## src/logic/timer_pkg.sv

```systemverilog
package timer_pkg;

    // register byte offsets on the bus
    localparam logic [7:0] ADR_COUNT      = 8'h00;
    localparam logic [7:0] ADR_OPTION     = 8'h04;
    localparam logic [7:0] ADR_INTCTL     = 8'h08;
    localparam logic [7:0] ADR_EVT_STATUS = 8'h0c;
    localparam logic [7:0] ADR_EVT_MASK   = 8'h10;

    // option control fields
    localparam int OPT_SRC_SEL_BIT = 5;
    localparam int OPT_EDGE_BIT    = 4;
    localparam int OPT_ASSIGN_BIT  = 3;
    localparam int OPT_RATIO_LSB   = 0;
    localparam int OPT_RATIO_W     = 3;

    // interrupt control fields
    localparam int INTC_FLAG_BIT = 2;
    localparam int INTC_IE_BIT   = 5;

    // reset values and the count maximum
    localparam logic [7:0] COUNT_RESET  = 8'h00;
    localparam logic [7:0] OPTION_RESET = 8'h0f;
    localparam logic [7:0] COUNT_MAX    = 8'hff;

    // timing: clock period and the count-write inhibit in instruction cycles
    localparam int         CLK_PERIOD_NS     = 10;
    localparam logic [1:0] INHIBIT_INSTR     = 2'h2;
    localparam int         PHASES_PER_INSTR  = 4;
    localparam int         INSTR_PERIOD_NS   = CLK_PERIOD_NS * PHASES_PER_INSTR;

    // internal phase clocks of one instruction cycle
    typedef enum logic [1:0] {ph_q1, ph_q2, ph_q3, ph_q4} phase_t;

endpackage

```

## src/logic/eight_bit_timer_counter.sv

```systemverilog
// Added by the designer: register access over Wishbone and the register offsets.
`timescale 1ns/10ps
// Overview of operation
// 8-bit rw count; wrap sets overflow flag
// source select clear: count each instruction cycle
// count write holds counting two instruction cycles
// source select set: count external pin edges
// edge select: clear rising, set falling
// one hidden prescaler, timer or watchdog only
// assign bit and ratio in option bits 3:0
// count write clears prescaler when timer-assigned
// watchdog clear clears prescaler when watchdog-assigned
// flag bit 2, enable bit 5 masks only
// software clears flag before re-enabling interrupt
// timer halts in sleep, cannot wake
// prescaler output sampled on phases Q2, Q4
// external input high and low two oscillator periods
// watchdog keeps own scaling when prescaler unassigned
// assign set means watchdog; codes divide 2..256
// option low four bits reset to one
module eight_bit_timer_counter
    import timer_pkg::*;
(
    input  wire logic        clk_sys,
    input  wire logic        nrst,
    input  wire logic        wb_cyc_i,
    input  wire logic        wb_stb_i,
    input  wire logic        wb_we_i,
    input  wire logic [7:0]  wb_adr_i,
    input  wire logic [3:0]  wb_sel_i,
    input  wire logic [31:0] wb_dat_i,
    output logic      [31:0] wb_dat_o,
    output logic             wb_ack_o,
    input  wire logic        external_count_input,
    input  wire logic        sleep_mode,
    input  wire logic        watchdog_clear_instr,
    input  wire logic        wdt_base_tick,
    output logic             wdt_scaled_tick,
    output logic             irq
);
    phase_t      phase_r;
    phase_t      phase_nxt;
    logic        ack_r;
    logic [31:0] dat_r;
    logic [7:0]  timer_count_reg_r;
    logic [7:0]  timer_count_reg_nxt;
    logic [7:0]  timer_option_control_r;
    logic        overflow_flag_r;
    logic        overflow_flag_nxt;
    logic        overflow_irq_enable_r;
    logic        evt_status_r;
    logic        evt_status_nxt;
    logic        evt_mask_r;
    logic [1:0]  inhibit_r;
    logic [1:0]  inhibit_nxt;
    logic        ext_s1_r;
    logic        ext_s2_r;
    logic        ext_s3_r;
    logic        ext_lvl_r;
    logic        src_prev_r;
    logic        smp_r;
    logic        irq_r;
    logic        wdt_tick_r;

    // bus request decode
    wire         take       = wb_cyc_i && wb_stb_i && !ack_r;
    wire         wr_lane0   = take && wb_we_i && wb_sel_i[0];
    wire         wr_cnt     = wr_lane0 && (wb_adr_i == ADR_COUNT);
    wire         wr_opt     = wr_lane0 && (wb_adr_i == ADR_OPTION);
    wire         wr_intc    = wr_lane0 && (wb_adr_i == ADR_INTCTL);
    wire         wr_mask    = wr_lane0 && (wb_adr_i == ADR_EVT_MASK);
    wire         rd_status  = take && !wb_we_i && (wb_adr_i == ADR_EVT_STATUS);

    // option fields
    wire                   src_sel    = timer_option_control_r[OPT_SRC_SEL_BIT];
    wire                   edge_sel   = timer_option_control_r[OPT_EDGE_BIT];
    wire                   to_wdt     = timer_option_control_r[OPT_ASSIGN_BIT];
    wire [OPT_RATIO_W-1:0] ratio      =
        timer_option_control_r[OPT_RATIO_LSB +: OPT_RATIO_W];

    // phase decode
    wire         instr_tick = (phase_r == ph_q4);
    wire         sample_pt  = (phase_r == ph_q2) || (phase_r == ph_q4);

    // external source after edge select: falling edge becomes a rising one
    wire         src_lvl    = ext_lvl_r ^ edge_sel;
    wire         src_rise   = src_lvl && !src_prev_r;

    // prescaler hookup: owned by exactly one of timer and watchdog
    wire         psc_level;
    wire         psc_wrap;
    wire [7:0]   psc_cnt;
    wire         tmr_step   = !sleep_mode && (src_sel ? src_rise : instr_tick);
    wire         psc_step   = to_wdt ? wdt_base_tick : tmr_step;
    wire         psc_clear  = to_wdt ? watchdog_clear_instr : wr_cnt;

    // counter path: prescaler output, or raw pin when bypassed, sampled at q2/q4
    wire         cm_lvl     = to_wdt ? src_lvl : psc_level;
    wire         cm_edge    = sample_pt && cm_lvl && !smp_r;

    // timer path: every instruction cycle, or each prescaler wrap
    wire         tm_evt     = to_wdt ? instr_tick : psc_wrap;
    wire         inc_cand   = !sleep_mode && (src_sel ? cm_edge : tm_evt);
    wire         inc        = inc_cand && (inhibit_r == 2'h0) && !wr_cnt;
    wire         ovf        = inc && (timer_count_reg_r == COUNT_MAX);

    // read data selection; unmapped offsets read zero
    wire [7:0]   intc_rd    = 8'((overflow_flag_r << INTC_FLAG_BIT)
                                | (overflow_irq_enable_r << INTC_IE_BIT));
    wire [7:0]   rd_byte    =
        (wb_adr_i == ADR_COUNT)      ? timer_count_reg_r :
        (wb_adr_i == ADR_OPTION)     ? timer_option_control_r :
        (wb_adr_i == ADR_INTCTL)     ? intc_rd :
        (wb_adr_i == ADR_EVT_STATUS) ? {7'h00, evt_status_r} :
        (wb_adr_i == ADR_EVT_MASK)   ? {7'h00, evt_mask_r} : 8'h00;

    prescale_divider u_psc (
        .clk_sys (clk_sys),
        .nrst    (nrst),
        .step    (psc_step),
        .clear   (psc_clear),
        .ratio   (ratio),
        .level   (psc_level),
        .wrap    (psc_wrap),
        .cnt     (psc_cnt)
    );

    // four internal phases make one instruction cycle
    always_comb begin
        case (phase_r)
            ph_q1:   phase_nxt = ph_q2;
            ph_q2:   phase_nxt = ph_q3;
            ph_q3:   phase_nxt = ph_q4;
            default: phase_nxt = ph_q1;
        endcase
    end

    // next values of count, inhibit, flags
    assign timer_count_reg_nxt = wr_cnt ? wb_dat_i[7:0] :
                                 (inc ? timer_count_reg_r + 8'h01 : timer_count_reg_r);
    assign inhibit_nxt = wr_cnt ? INHIBIT_INSTR :
                         ((instr_tick && inhibit_r != 2'h0) ? inhibit_r - 2'h1 : inhibit_r);
    assign overflow_flag_nxt = ovf || (wr_intc ? wb_dat_i[INTC_FLAG_BIT] : overflow_flag_r);
    assign evt_status_nxt = ovf || (!rd_status && evt_status_r);

    // phase sequencer
    always_ff @(posedge clk_sys or negedge nrst) begin
        if (!nrst) begin
            phase_r <= ph_q1;
        end else begin
            phase_r <= phase_nxt;
        end
    end

    // pin synchroniser; level accepted once second and third stages agree
    always_ff @(posedge clk_sys or negedge nrst) begin
        if (!nrst) begin
            ext_s1_r  <= 1'b0;
            ext_s2_r  <= 1'b0;
            ext_s3_r  <= 1'b0;
            ext_lvl_r <= 1'b0;
        end else begin
            ext_s1_r  <= external_count_input;
            ext_s2_r  <= ext_s1_r;
            ext_s3_r  <= ext_s2_r;
            ext_lvl_r <= (ext_s2_r == ext_s3_r) ? ext_s3_r : ext_lvl_r;
        end
    end

    // edge history of the source and of the q2/q4 sampler
    always_ff @(posedge clk_sys or negedge nrst) begin
        if (!nrst) begin
            src_prev_r <= 1'b0;
            smp_r      <= 1'b0;
        end else begin
            src_prev_r <= src_lvl;
            smp_r      <= sample_pt ? cm_lvl : smp_r;
        end
    end

    // count register and write inhibit
    always_ff @(posedge clk_sys or negedge nrst) begin
        if (!nrst) begin
            timer_count_reg_r <= COUNT_RESET;
            inhibit_r         <= 2'h0;
        end else begin
            timer_count_reg_r <= timer_count_reg_nxt;
            inhibit_r         <= inhibit_nxt;
        end
    end

    // option control: low four bits reset to one
    always_ff @(posedge clk_sys or negedge nrst) begin
        if (!nrst) begin
            timer_option_control_r <= OPTION_RESET;
        end else if (wr_opt) begin
            timer_option_control_r <= wb_dat_i[7:0];
        end
    end

    // overflow flag, enable, event status and mask; a set beats a clear
    always_ff @(posedge clk_sys or negedge nrst) begin
        if (!nrst) begin
            overflow_flag_r       <= 1'b0;
            overflow_irq_enable_r <= 1'b0;
            evt_status_r          <= 1'b0;
            evt_mask_r            <= 1'b0;
        end else begin
            overflow_flag_r       <= overflow_flag_nxt;
            overflow_irq_enable_r <= wr_intc ? wb_dat_i[INTC_IE_BIT] : overflow_irq_enable_r;
            evt_status_r          <= evt_status_nxt;
            evt_mask_r            <= wr_mask ? wb_dat_i[0] : evt_mask_r;
        end
    end

    // interrupt level and watchdog tick outputs
    always_ff @(posedge clk_sys or negedge nrst) begin
        if (!nrst) begin
            irq_r      <= 1'b0;
            wdt_tick_r <= 1'b0;
        end else begin
            irq_r      <= (overflow_flag_r && overflow_irq_enable_r)
                          || (evt_status_r && evt_mask_r);
            wdt_tick_r <= to_wdt ? psc_wrap : wdt_base_tick;
        end
    end

    // bus answer: ack one cycle after the request is taken
    always_ff @(posedge clk_sys or negedge nrst) begin
        if (!nrst) begin
            ack_r <= 1'b0;
            dat_r <= 32'h0000_0000;
        end else begin
            ack_r <= take;
            dat_r <= (take && !wb_we_i) ? {24'h00_0000, rd_byte} : dat_r;
        end
    end

    assign wb_ack_o        = ack_r;
    assign wb_dat_o        = dat_r;
    assign irq             = irq_r;
    assign wdt_scaled_tick = wdt_tick_r;
endmodule

```

## src/logic/prescale_divider.sv

```systemverilog
`timescale 1ns/10ps
// shared 8-bit divider; software can neither read nor write its count
module prescale_divider
    import timer_pkg::*;
(
    input  wire logic                   clk_sys,
    input  wire logic                   nrst,
    input  wire logic                   step,
    input  wire logic                   clear,
    input  wire logic [OPT_RATIO_W-1:0] ratio,
    output logic                        level,
    output logic                        wrap,
    output logic [7:0]                  cnt
);
    logic [7:0] cnt_r;
    logic [7:0] cnt_nxt;
    logic [7:0] low_mask;

    // ratio code n divides by 2^(n+1): wrap when bits n..0 are all ones
    assign low_mask = 8'((9'h2 << ratio) - 9'h1);
    assign wrap     = step && !clear && ((cnt_r & low_mask) == low_mask);
    assign level    = cnt_r[ratio];
    assign cnt      = cnt_r;
    assign cnt_nxt  = clear ? 8'h00 : (step ? cnt_r + 8'h01 : cnt_r);

    // divider count
    always_ff @(posedge clk_sys or negedge nrst) begin
        if (!nrst) begin
            cnt_r <= 8'h00;
        end else begin
            cnt_r <= cnt_nxt;
        end
    end

endmodule

```

## config.mk

```make
export PLATFORM = sky130hd
export DESIGN_NAME = eight_bit_timer_counter
export DESIGN_NICKNAME = d
export VERILOG_FILES = /design/src/logic/timer_pkg.sv /design/src/logic/eight_bit_timer_counter.sv /design/src/logic/prescale_divider.sv
export SDC_FILE = /design/constraint.sdc
export NUM_CORES = 1
export LEC_CHECK = 0
export ABC_CLOCK_PERIOD_IN_PS = 2650
export BUFFER_PORTS_ARGS = -buffer_cell sky130_fd_sc_hd__buf_2
export CORE_MARGIN = 1
export CORE_UTILIZATION = 46
export CTS_CLUSTER_DIAMETER = 80
export DETAILED_ROUTE_END_ITERATION = 8
export GPL_TIMING_DRIVEN = 0
export PLACE_DENSITY_LB_ADDON = 0.05
export SLEW_MARGIN = 25
export SYNTH_ARGS = -nofsm -noshare
export SYNTH_HDL_FRONTEND = slang
export SYNTH_SLANG_ARGS = --single-unit
```

## constraint.sdc

```tcl
create_clock -name clk_sys -period 2.65 [get_ports clk_sys]
set_input_delay 0.6625 -clock clk_sys [delete_from_list [all_inputs] [get_ports clk_sys]]
set_output_delay 0.6625 -clock clk_sys [all_outputs]
set_load 0.01 [all_outputs]
```

# ---- After elaboration in Yosys (flattened, before gate mapping)
# Cells that the tools add are included.
# Widths: inputs -> output; s select.
dict set report classes {
  addsub 4
  n_lt_le_gt_ge 1
  n_eq_ne 10
  shift 1
  n_mux 22
  n_bitwise 3
  n_reduce_logical 43
}
# operator count
set ops {}
lappend ops {{$mux 8} 6}
lappend ops {{$logic_and 1x1->1} 24}
lappend ops {{$add 8x1->8 const B} 2}
lappend ops {{$eq 8x4->1 const B} 2}
lappend ops {{$mux 1} 11}
lappend ops {{$and 8x8->8} 1}
lappend ops {{$eq 8x3->1 const B} 1}
lappend ops {{$eq 8x5->1 const B} 1}
lappend ops {{$eq 8x8->1} 1}
lappend ops {{$eq 8x8->1 const B} 1}
lappend ops {{$logic_not 1->1} 8}
lappend ops {{$logic_not 8->1} 1}
lappend ops {{$reduce_bool 2->1} 4}
lappend ops {{$shl 2x3->8 const A} 1}
lappend ops {{$sub 8x1->8 const B} 1}
lappend ops {{$mux 6} 1}
lappend ops {{$or 3x6->6} 1}
lappend ops {{$pmux 2 s3} 1}
lappend ops {{$eq 2x2->1 const B} 2}
lappend ops {{$logic_not 2->1} 2}
lappend ops {{$logic_or 1x1->1} 4}
lappend ops {{$lt 3x4->1 const B} 1}
lappend ops {{$mux 2} 2}
lappend ops {{$bmux 1 s3} 1}
lappend ops {{other kinds (4)} 4}
dict set report totals {
  ff_bits 49
  input_bits 53
  out_inout_bits 35
}

# ---- Longest topological paths before layout
# Gate-level depths: netlist of the first run.
dict set report logic_depth {
  ltp_word 16
  mapped_depth 11
  depth_no_buf 10
}

# ---- Cells and area by module
# From an unflattened synthesis of the first run, not the netlist that was laid out.
dict set report hier_totals {
  hier_cells 279
  area_unflattened_um2 2856.5
}
# mod instances cells_per_inst area_each_um2
set modules_own_cells {}
lappend modules_own_cells {eight_bit_timer_counter 1 217 2245.9}
lappend modules_own_cells {prescale_divider 1 62 610.6}

# ---- Worst setup path before layout of the first run
# OpenSTA, ideal clock, no wires.
dict set report synth_timing {
  kind {input to register}
  startpoint {input port wb_adr_i[3]}
  endpoint {register timer_count_reg_r[5]}
  setup_ns 0.082
  arrival_ns 2.650
  required_ns 2.568
  path_slack_ns -0.082
  path_stages 9
  path_buffers 2
  path_cell_list {buf_4 -> nor4bb_1 -> and4b_1 -> clkbuf_2 -> or4_4 -> o31ai_4 -> nand2_2 -> or4_1 -> a31oi_1}
}
dict set report synth_between {
  elab_chain_len 12
  word_cells_on_any_way 14
  cone_classes {mux (4); reduce/logical (10)}
}
# item line
set synth_lines {}
lappend synth_lines {{start, declared} eight_bit_timer_counter.sv:29} ;# input wire logic [7:0] wb_adr_i,
lappend synth_lines {{$logic_not 8->1 *} eight_bit_timer_counter.sv:68} ;# wire wr_cnt = wr_lane0 && (wb_adr_i == ADR_COUNT);
lappend synth_lines {{$logic_and 1x1->1 *} eight_bit_timer_counter.sv:68}
lappend synth_lines {{$mux 1} eight_bit_timer_counter.sv:95} ;# wire psc_clear = to_wdt ? watchdog_clear_instr : wr_cnt;
lappend synth_lines {{$logic_not 1->1} prescale_divider.sv:21} ;# assign wrap = step && !clear && ((cnt_r & low_mask) == low_mask);
lappend synth_lines {{$logic_and 1x1->1 (2 in a row)} prescale_divider.sv:21}
lappend synth_lines {{$mux 1} eight_bit_timer_counter.sv:102} ;# wire tm_evt = to_wdt ? instr_tick : psc_wrap;
lappend synth_lines {{$mux 1} eight_bit_timer_counter.sv:103} ;# wire inc_cand = !sleep_mode && (src_sel ? cm_edge : tm_evt);
lappend synth_lines {{$logic_and 1x1->1} eight_bit_timer_counter.sv:103}
lappend synth_lines {{$logic_and 1x1->1 (2 in a row)} eight_bit_timer_counter.sv:104} ;# wire inc = inc_cand && (inhibit_r == 2'h0) && !wr_cnt;
lappend synth_lines {{$reduce_bool 2->1 (no line)} -}
lappend synth_lines {{end signal, assigned} eight_bit_timer_counter.sv:187} ;# timer_count_reg_r <= timer_count_reg_nxt;
lappend synth_lines {{end, declared} eight_bit_timer_counter.sv:45} ;# logic [7:0] timer_count_reg_r;
# Mark *: on every way between the ends. The rest lies on a longest branch, timed or not.
# A chain may end at the register's enable or synchronous reset.

# ---- Final worst setup path of the first run
dict set report layout_timing {
  startpoint {input port wb_stb_i}
  endpoint {register timer_count_reg_r[5]}
}
dict set report layout_between {
  elab_chain_len 15
  word_cells_on_any_way 17
  cone_classes {mux (4); reduce/logical (13)}
}
# item line
set layout_lines {}
lappend layout_lines {{start, declared} eight_bit_timer_counter.sv:27} ;# input wire logic wb_stb_i,
lappend layout_lines {{$logic_and 1x1->1 * (2 in a row)} eight_bit_timer_counter.sv:66} ;# wire take = wb_cyc_i && wb_stb_i && !ack_r;
lappend layout_lines {{$logic_and 1x1->1 * (2 in a row)} eight_bit_timer_counter.sv:67} ;# wire wr_lane0 = take && wb_we_i && wb_sel_i[0];
lappend layout_lines {{$logic_and 1x1->1 *} eight_bit_timer_counter.sv:68}
lappend layout_lines {{$mux 1} eight_bit_timer_counter.sv:95}
lappend layout_lines {{$logic_not 1->1} prescale_divider.sv:21}
lappend layout_lines {{$logic_and 1x1->1 (2 in a row)} prescale_divider.sv:21}
lappend layout_lines {{$mux 1} eight_bit_timer_counter.sv:102}
lappend layout_lines {{$mux 1} eight_bit_timer_counter.sv:103}
lappend layout_lines {{$logic_and 1x1->1} eight_bit_timer_counter.sv:103}
lappend layout_lines {{$logic_and 1x1->1 (2 in a row)} eight_bit_timer_counter.sv:104}
lappend layout_lines {{$reduce_bool 2->1 (no line)} -}
# Marked as above.

==> run metrics, run 1 <==
status complete, no violations; Worst Hold Slack 0.365 ns; WL/cell 13.4 um; Detailed Route Iter0 Violations 162; CP delay by family, top simple AND/OR/NAND/NOR gates; DR vias/cell 5.03; Hold Fails Final Rpt 0; clock sinks 49; f_max 0.395 GHz; EDFF count, synth 0; post-route minimum period 2.53 ns; Routed WL 5890 um; DRC viols 0; fin nets 424; critical path peak fanout 5; Starting Density 0.477; cell count after synthesis 292; Pre-antenna DRT Iters 5; switching share of total power 0.288; Fill cells 560; combinational power share 0.191; Switching Power 515 uW; crit path launch wb_stb_i; Core Footprint 5920 um2; hold path start ext_s1_r; row cnt 28; Data required, critical path 2.89 ns; PD cells 529 nW/um2; Reg2Reg Setup Slack 0.13 ns; cell area after synthesis 2820 um2; Num CTS Buffers 5; Yosys warning count 0; most frequent cells in the layout dfrtp_1, buf_2, buf_4, nand2_1; vias post-DR 2,202; Die Y-Extent 80.3 um; Antenna Cells 0; Final HPWL DP 4280 um; antenna violations before repair 0; CTS Buffer Depth 2; Worst Skew 0.00977 ns; Setup crit end kind register; relative slew slack 0.569; number of buffers added on ports 35; die width 80.3 um; io pins 88; Root Buffer clkbuf_8; largest net degree at the start of global routing 50; Flop pwr share 0.509; Slew Limit Fails 0; kind of critical path in2reg; worst reg2reg startpoint timer_option_control_r[1]; Post-Layout Cell Count 438; Placed Cells 425; post-route ant nets 0; HP Class reg2reg; Netlist cell types 55; total track usage 0.197; GP Congestion 0.766; H-tree levels 2; Worst EP arrival 2.77 ns; Worst path max stage delay 0.55 ns; hold buffer count at cts 0; Crit path buffers/inverters 1; Worst-Margin Slew 0.647 ns; cell-internal power 1.27 mW; final worst-path cycle share 0.956; Async SR Flop Fraction 1.00; max_cap viols 0; Clk pwr share 0.300; gr ovfl total 0; Layout area overhead 19.7%; Skew-Pair Late Insertion Delay 0.31 ns; most common cell after layout, fill and taps aside dfrtp_1; Pleak 1.64 nW; Synth Register Bits 49; Worst VDD drop 0.000356 V; top_reg_cell synth dfrtp_1; ordered list of cells on the worst path buf_2 > nand3b_1 > and4b_1 > or4_4 > o31ai_4 > nand2_2 > or4_1 > a31oi_1; syn_area_per_cell 9.67 um2; register area share after synthesis 0.436; final number of setup-violating endpoints 0; Final Power 1.79 mW; first-pass GRT wire length 9540 um; layout cell share with drive strength beyond 1 0.284; Worst-path clk slew 0.09 ns; Critical-path top delay cell or4_4; vias in the first global route 2,014; Final Core Density 0.571; CTS tree done; startpoint types input pin; Die Area 6450 um2
==> stage by stage <==
step                TNS (ns)  worst slack, ns  cell area (um2)
CTS                        0          0.00773             3320
finish                     0            0.118             3380
detailed placement     -4.31           -0.359             3190
global placement       -4.20           -0.347             3190
global route        -0.00101         -0.00101             3380
floorplan            -0.0212          -0.0212             2920
==> final timing paths <==
| kind | cells after the start | to |
|---|---|---|
| worst max-delay path | 8 | timer_count_reg_r[5] |
| worst min-delay path | 0 | ext_s2_r |
| worst max register to register | 9 | timer_count_reg_r[5] |
| worst min register to register | 0 | ext_s2_r |
| max in group asynchronous | 1 | src_prev_r |
| min in group asynchronous | 1 | evt_status_r |
==> power by group through the flow <==
stage          clock (mW)  combinational [mW]  sequential [mW]
6_report            0.536               0.342            0.910
5_1_grt             0.578               0.391            0.926
4_1_cts             0.547               0.339            0.910
3_5_place_dp            0               0.326            0.925
3_3_place_gp            0               0.316            0.924
2_1_floorplan           0               0.244            0.904
==> final cells by class <==
type                       instances  area, um2  area share
multi-input combinational        224       1450       0.429
sequential                        49       1230       0.364
buffer                            32        240      0.0711
timing repair buffer              41        223      0.0659
tap                               75       93.8      0.0278
clock buffer                       6       72.6      0.0215
clock inverter                     2       35.0      0.0104
inverter                           9       33.8      0.0100
==> Yosys cell counts (all sizes together) (2+ instances only) <==
library cell / count / area, um2
nor2: 24 / 90.1
clkbuf: 5 / 20.0
and2: 2 / 12.5
mux2: 11 / 124
inv: 9 / 33.8
dfrtp: 45 / 1130
a31oi: 3 / 18.8
nand3: 12 / 60.1
nand3b: 3 / 22.5
or2: 2 / 12.5
nand2b: 2 / 12.5
nor2b: 5 / 31.3
xnor2: 6 / 52.6
mux2i: 14 / 140
or3: 3 / 18.8
nor3: 4 / 20.0
or4: 2 / 18.8
a21oi: 7 / 35.0
o21ai: 22 / 110
nand2: 33 / 126
ha: 9 / 113
xor2: 9 / 78.8
buf: 28 / 201
nor3b: 2 / 15.0
o31ai: 2 / 28.8
and3: 3 / 18.8
dfstp: 4 / 105
==> cell families (layout without fill, tap and decap cells) <==
family                     after synthesis  count (layout)  synth area share
AOI/OAI and AO/OA                       46              46             0.104
buffers and inverters                   42              90            0.0904
adders and majority gates               10              10            0.0434
xor gates and xnor gates                15              15            0.0465
DFF                                     49              49             0.436
and+or+nand+nor                        104             104             0.185
muxes                                   25              25            0.0935
other                                    1              24           0.00133
==> what timing repair did <==
action	in CTS	in global routing
resized for setup	4	10
pin swaps	2	5
buffers inserted	2	4
endpoints found under the setup margin	4	17
==> metal layers <==
| layer | up-vias | part of all wire | track usage | routed length (um) |
|---|---|---|---|---|
| met4 | 0 | 0.0090 | 0.0625 | 53 |
| met1 | 1040 | 0.48 | 0.268 | 2810 |
| met5 | - | 0 | 0 | 0 |
| met2 | 54 | 0.47 | 0.311 | 2780 |
| li1 | 1104 | - | - | - |
| met3 | 4 | 0.041 | 0.0443 | 239 |
==> sequential cells by signal, summed over array words and instances (netlist names), 2 cells and up <==
signal and cells:
inhibit_r 2, phase_r 2, timer_count_reg_r 8, timer_option_control_r 8, u_psc.cnt 8, wb_dat_o 8
(Power assumes the default switching activity.)
==> run 2, diff against run 1 <==
--- a/config.mk
+++ b/config.mk
@@ -5,10 +5,10 @@
 export SDC_FILE = /design/constraint.sdc
 export NUM_CORES = 1
 export LEC_CHECK = 0
-export ABC_CLOCK_PERIOD_IN_PS = 2650
+export ABC_CLOCK_PERIOD_IN_PS = 2870
 export BUFFER_PORTS_ARGS = -buffer_cell sky130_fd_sc_hd__buf_2
 export CORE_MARGIN = 1
-export CORE_UTILIZATION = 46
+export CORE_UTILIZATION = 51
 export CTS_CLUSTER_DIAMETER = 80
 export DETAILED_ROUTE_END_ITERATION = 8
 export GPL_TIMING_DRIVEN = 0
==> constraint.sdc (replaced) <==
create_clock -name clk_sys -period 2.87 [get_ports clk_sys]
set_input_delay 0.7175 -clock clk_sys [delete_from_list [all_inputs] [get_ports clk_sys]]
set_output_delay 0.7175 -clock clk_sys [all_outputs]
set_load 0.01 [all_outputs]
==> run 2 against run 1 <==
Compared with the run above:
- cell area is 1.5% lower
- first-iteration DRC count decreased by 14%
- combinational power down 9.4%
- critical path depth increased by 2
- flip-flop and latch count unchanged
- via count decreased by 0.59%
- sequential share of layout area up 0.55 points
- critical endpoint is now overflow_flag_r
- largest cell class unchanged
==> run metrics, run 2 (same netlist as run 1, synthesis figures left out) <==
Worst path max stage delay 0.51 ns (was 0.55 ns); Routed WL 5560 um (was 5890 um); Starting Density 0.542 (was 0.477); GP Congestion 0.801 (was 0.766); post-route ant nets 0 (unchanged); combinational power share 0.187 (was 0.191); status complete, no violations (unchanged); critical path peak fanout 5 (unchanged); io pins 88 (unchanged); Switching Power 466 uW (was 515 uW); row cnt 26 (was 28); Worst-path clk slew 0.09 ns (about the same); post-route minimum period 2.67 ns; Worst EP arrival 2.91 ns (was 2.77 ns); cell-internal power 1.19 mW (was 1.27 mW); first-pass GRT wire length 9580 um (was 9540 um); vias post-DR 2,189 (was 2,202); Hold Fails Final Rpt 0 (unchanged); most frequent cells in the layout dfrtp_1, buf_2, nand2_1 (was dfrtp_1, buf_2, buf_4, nand2_1); H-tree levels 2 (unchanged); startpoint types input pin (unchanged); most common cell after layout, fill and taps aside dfrtp_1 (unchanged); RSZ-0062 raised after global routing no; relative slew slack 0.550 (was 0.569); Antenna Cells 0 (unchanged); final worst-path cycle share 0.931; HP Class reg2reg (unchanged); Critical-path top delay cell or4_4 (unchanged); ordered list of cells on the worst path buf_2 > nand3b_1 > and4b_1 > clkbuf_2 > or4_4 > o31ai_4 > buf_4 > nand3_1 > or3_4 > nand3_1 (was buf_2 > nand3b_1 > and4b_1 > or4_4 > o31ai_4 > nand2_2 > or4_1 > a31oi_1); die width 76.4 um (was 80.3 um); final number of setup-violating endpoints 0 (unchanged); Detailed Route Iter0 Violations 140 (was 162); Root Buffer clkbuf_8 (unchanged); switching share of total power 0.281 (was 0.288); Slew Limit Fails 0 (unchanged); Worst Skew 0.00423 ns (was 0.00977 ns); Core Footprint 5200 um2 (was 5920 um2); DRC viols 0 (unchanged); layout cell share with drive strength beyond 1 0.273 (was 0.284); DR vias/cell 5.10 (was 5.03); Final HPWL DP 4100 um (was 4280 um); antenna violations before repair 0 (unchanged); f_max 0.374 GHz; number of buffers added on ports 35 (unchanged); gr ovfl total 0 (unchanged); Pre-antenna DRT Iters 4 (was 5); Skew-Pair Late Insertion Delay 0.29 ns (was 0.31 ns); fin worst setup slack 0.197 ns (was 0.118 ns); Num CTS Buffers 5 (unchanged); total track usage 0.203 (was 0.197); vias in the first global route 2,068 (was 2,014); fin nets 420 (was 424); Worst-Margin Slew 0.675 ns (was 0.647 ns); CTS tree done (unchanged); Die Y-Extent 76.4 um (was 80.3 um); Pleak 1.63 nW (was 1.64 nW); largest net degree at the start of global routing 50 (unchanged); WL/cell 13.0 um (was 13.4 um); PD cells 498 nW/um2 (was 529 nW/um2); CTS Buffer Depth 2 (unchanged); setup TNS 0 ns (unchanged); clock sinks 49 (unchanged); kind of critical path in2reg (unchanged); Flop pwr share 0.508 (was 0.509); Data required, critical path 3.11 ns (was 2.89 ns); Reg2Reg Setup Slack 0.20 ns (was 0.13 ns); Critical Path Most Common Cell nand3_1; Die Area 5840 um2 (was 6450 um2); Setup crit end kind register (unchanged); Worst VDD drop 0.000479 V (was 0.000356 V); Setup WS pre-CTS -0.186 ns (was -0.359 ns); Layout area overhead 17.9% (was 19.7%); max_cap viols 0 (unchanged); Clk pwr share 0.305 (was 0.300)
## run 2: layout make-up
class	instances	area, um2
Buffer	33	231
Clock buffer	7	86.3
Clock inverter	1	30.0
Fill cell	463	1880
Inverter	9	33.8
Multi-Input combinational cell	224	1440
Sequential cell	49	1230
Tap cell	70	87.6
Timing Repair Buffer	36	185
## run 2: power by group through the flow
stage	clock (mW)	sequential (mW)	combinational [mW]
final	0.505	0.843	0.310
after global routing	0.549	0.858	0.353
after CTS	0.519	0.842	0.305
after detailed placement	0	0.854	0.302
after global placement	0	0.852	0.289
after floorplan	0	0.835	0.224
## run 2: worst paths after layout
check                                                from                   end  cells past startpoint
worst max-delay path                             wb_cyc_i       overflow_flag_r                     10
worst min-delay path                             ext_s1_r              ext_s2_r                      0
max in group asynchronous                            nrst  timer_count_reg_r[6]                      1
worst min register to register                   ext_s1_r              ext_s2_r                      0
min in group asynchronous                            nrst           wb_dat_o[5]                      1
worst max register to register  timer_option_control_r[0]       overflow_flag_r                     11
## run 2: per-layer routing
| layer | track usage | up-vias | wire (um) |
|---|---|---|---|
| met5 | 0 | - | 0 |
| met4 | 0.0442 | 0 | 29 |
| li1 | - | 1095 | - |
| met2 | 0.338 | 52 | 2720 |
| met1 | 0.280 | 1038 | 2570 |
| met3 | 0.0323 | 4 | 239 |
## run 2: worst max-delay path: cells and delay by family
kind            cells  cell delay, ns
compound gates      1            0.27
buf+inv             3            0.42
simple gates        6            1.51
## run 2: through the flow
stage | hold slack, ns | power [mW] | utilization | cells | cell area (um2)
final | 0.361 | 1.66 | 0.639 | 429 | 3330
after global routing | 0.383 | 1.76 | 0.639 | 429 | 3330
after CTS | 0.363 | 1.67 | 0.632 | 428 | 3290
after detailed placement | 0.338 | 1.16 | 0.610 | 420 | 3170
after global placement | 0.342 | 1.14 | 0.609 | 420 | 3170
after floorplan | 0.331 | 1.06 | - | 315 | 2910
## run 2: what timing repair did
action	CTS	global route
endpoints found under the setup margin	1	11
resized for setup	1	12
pin swaps	1	4
hold buffers	0	0
setup buffers	0	1
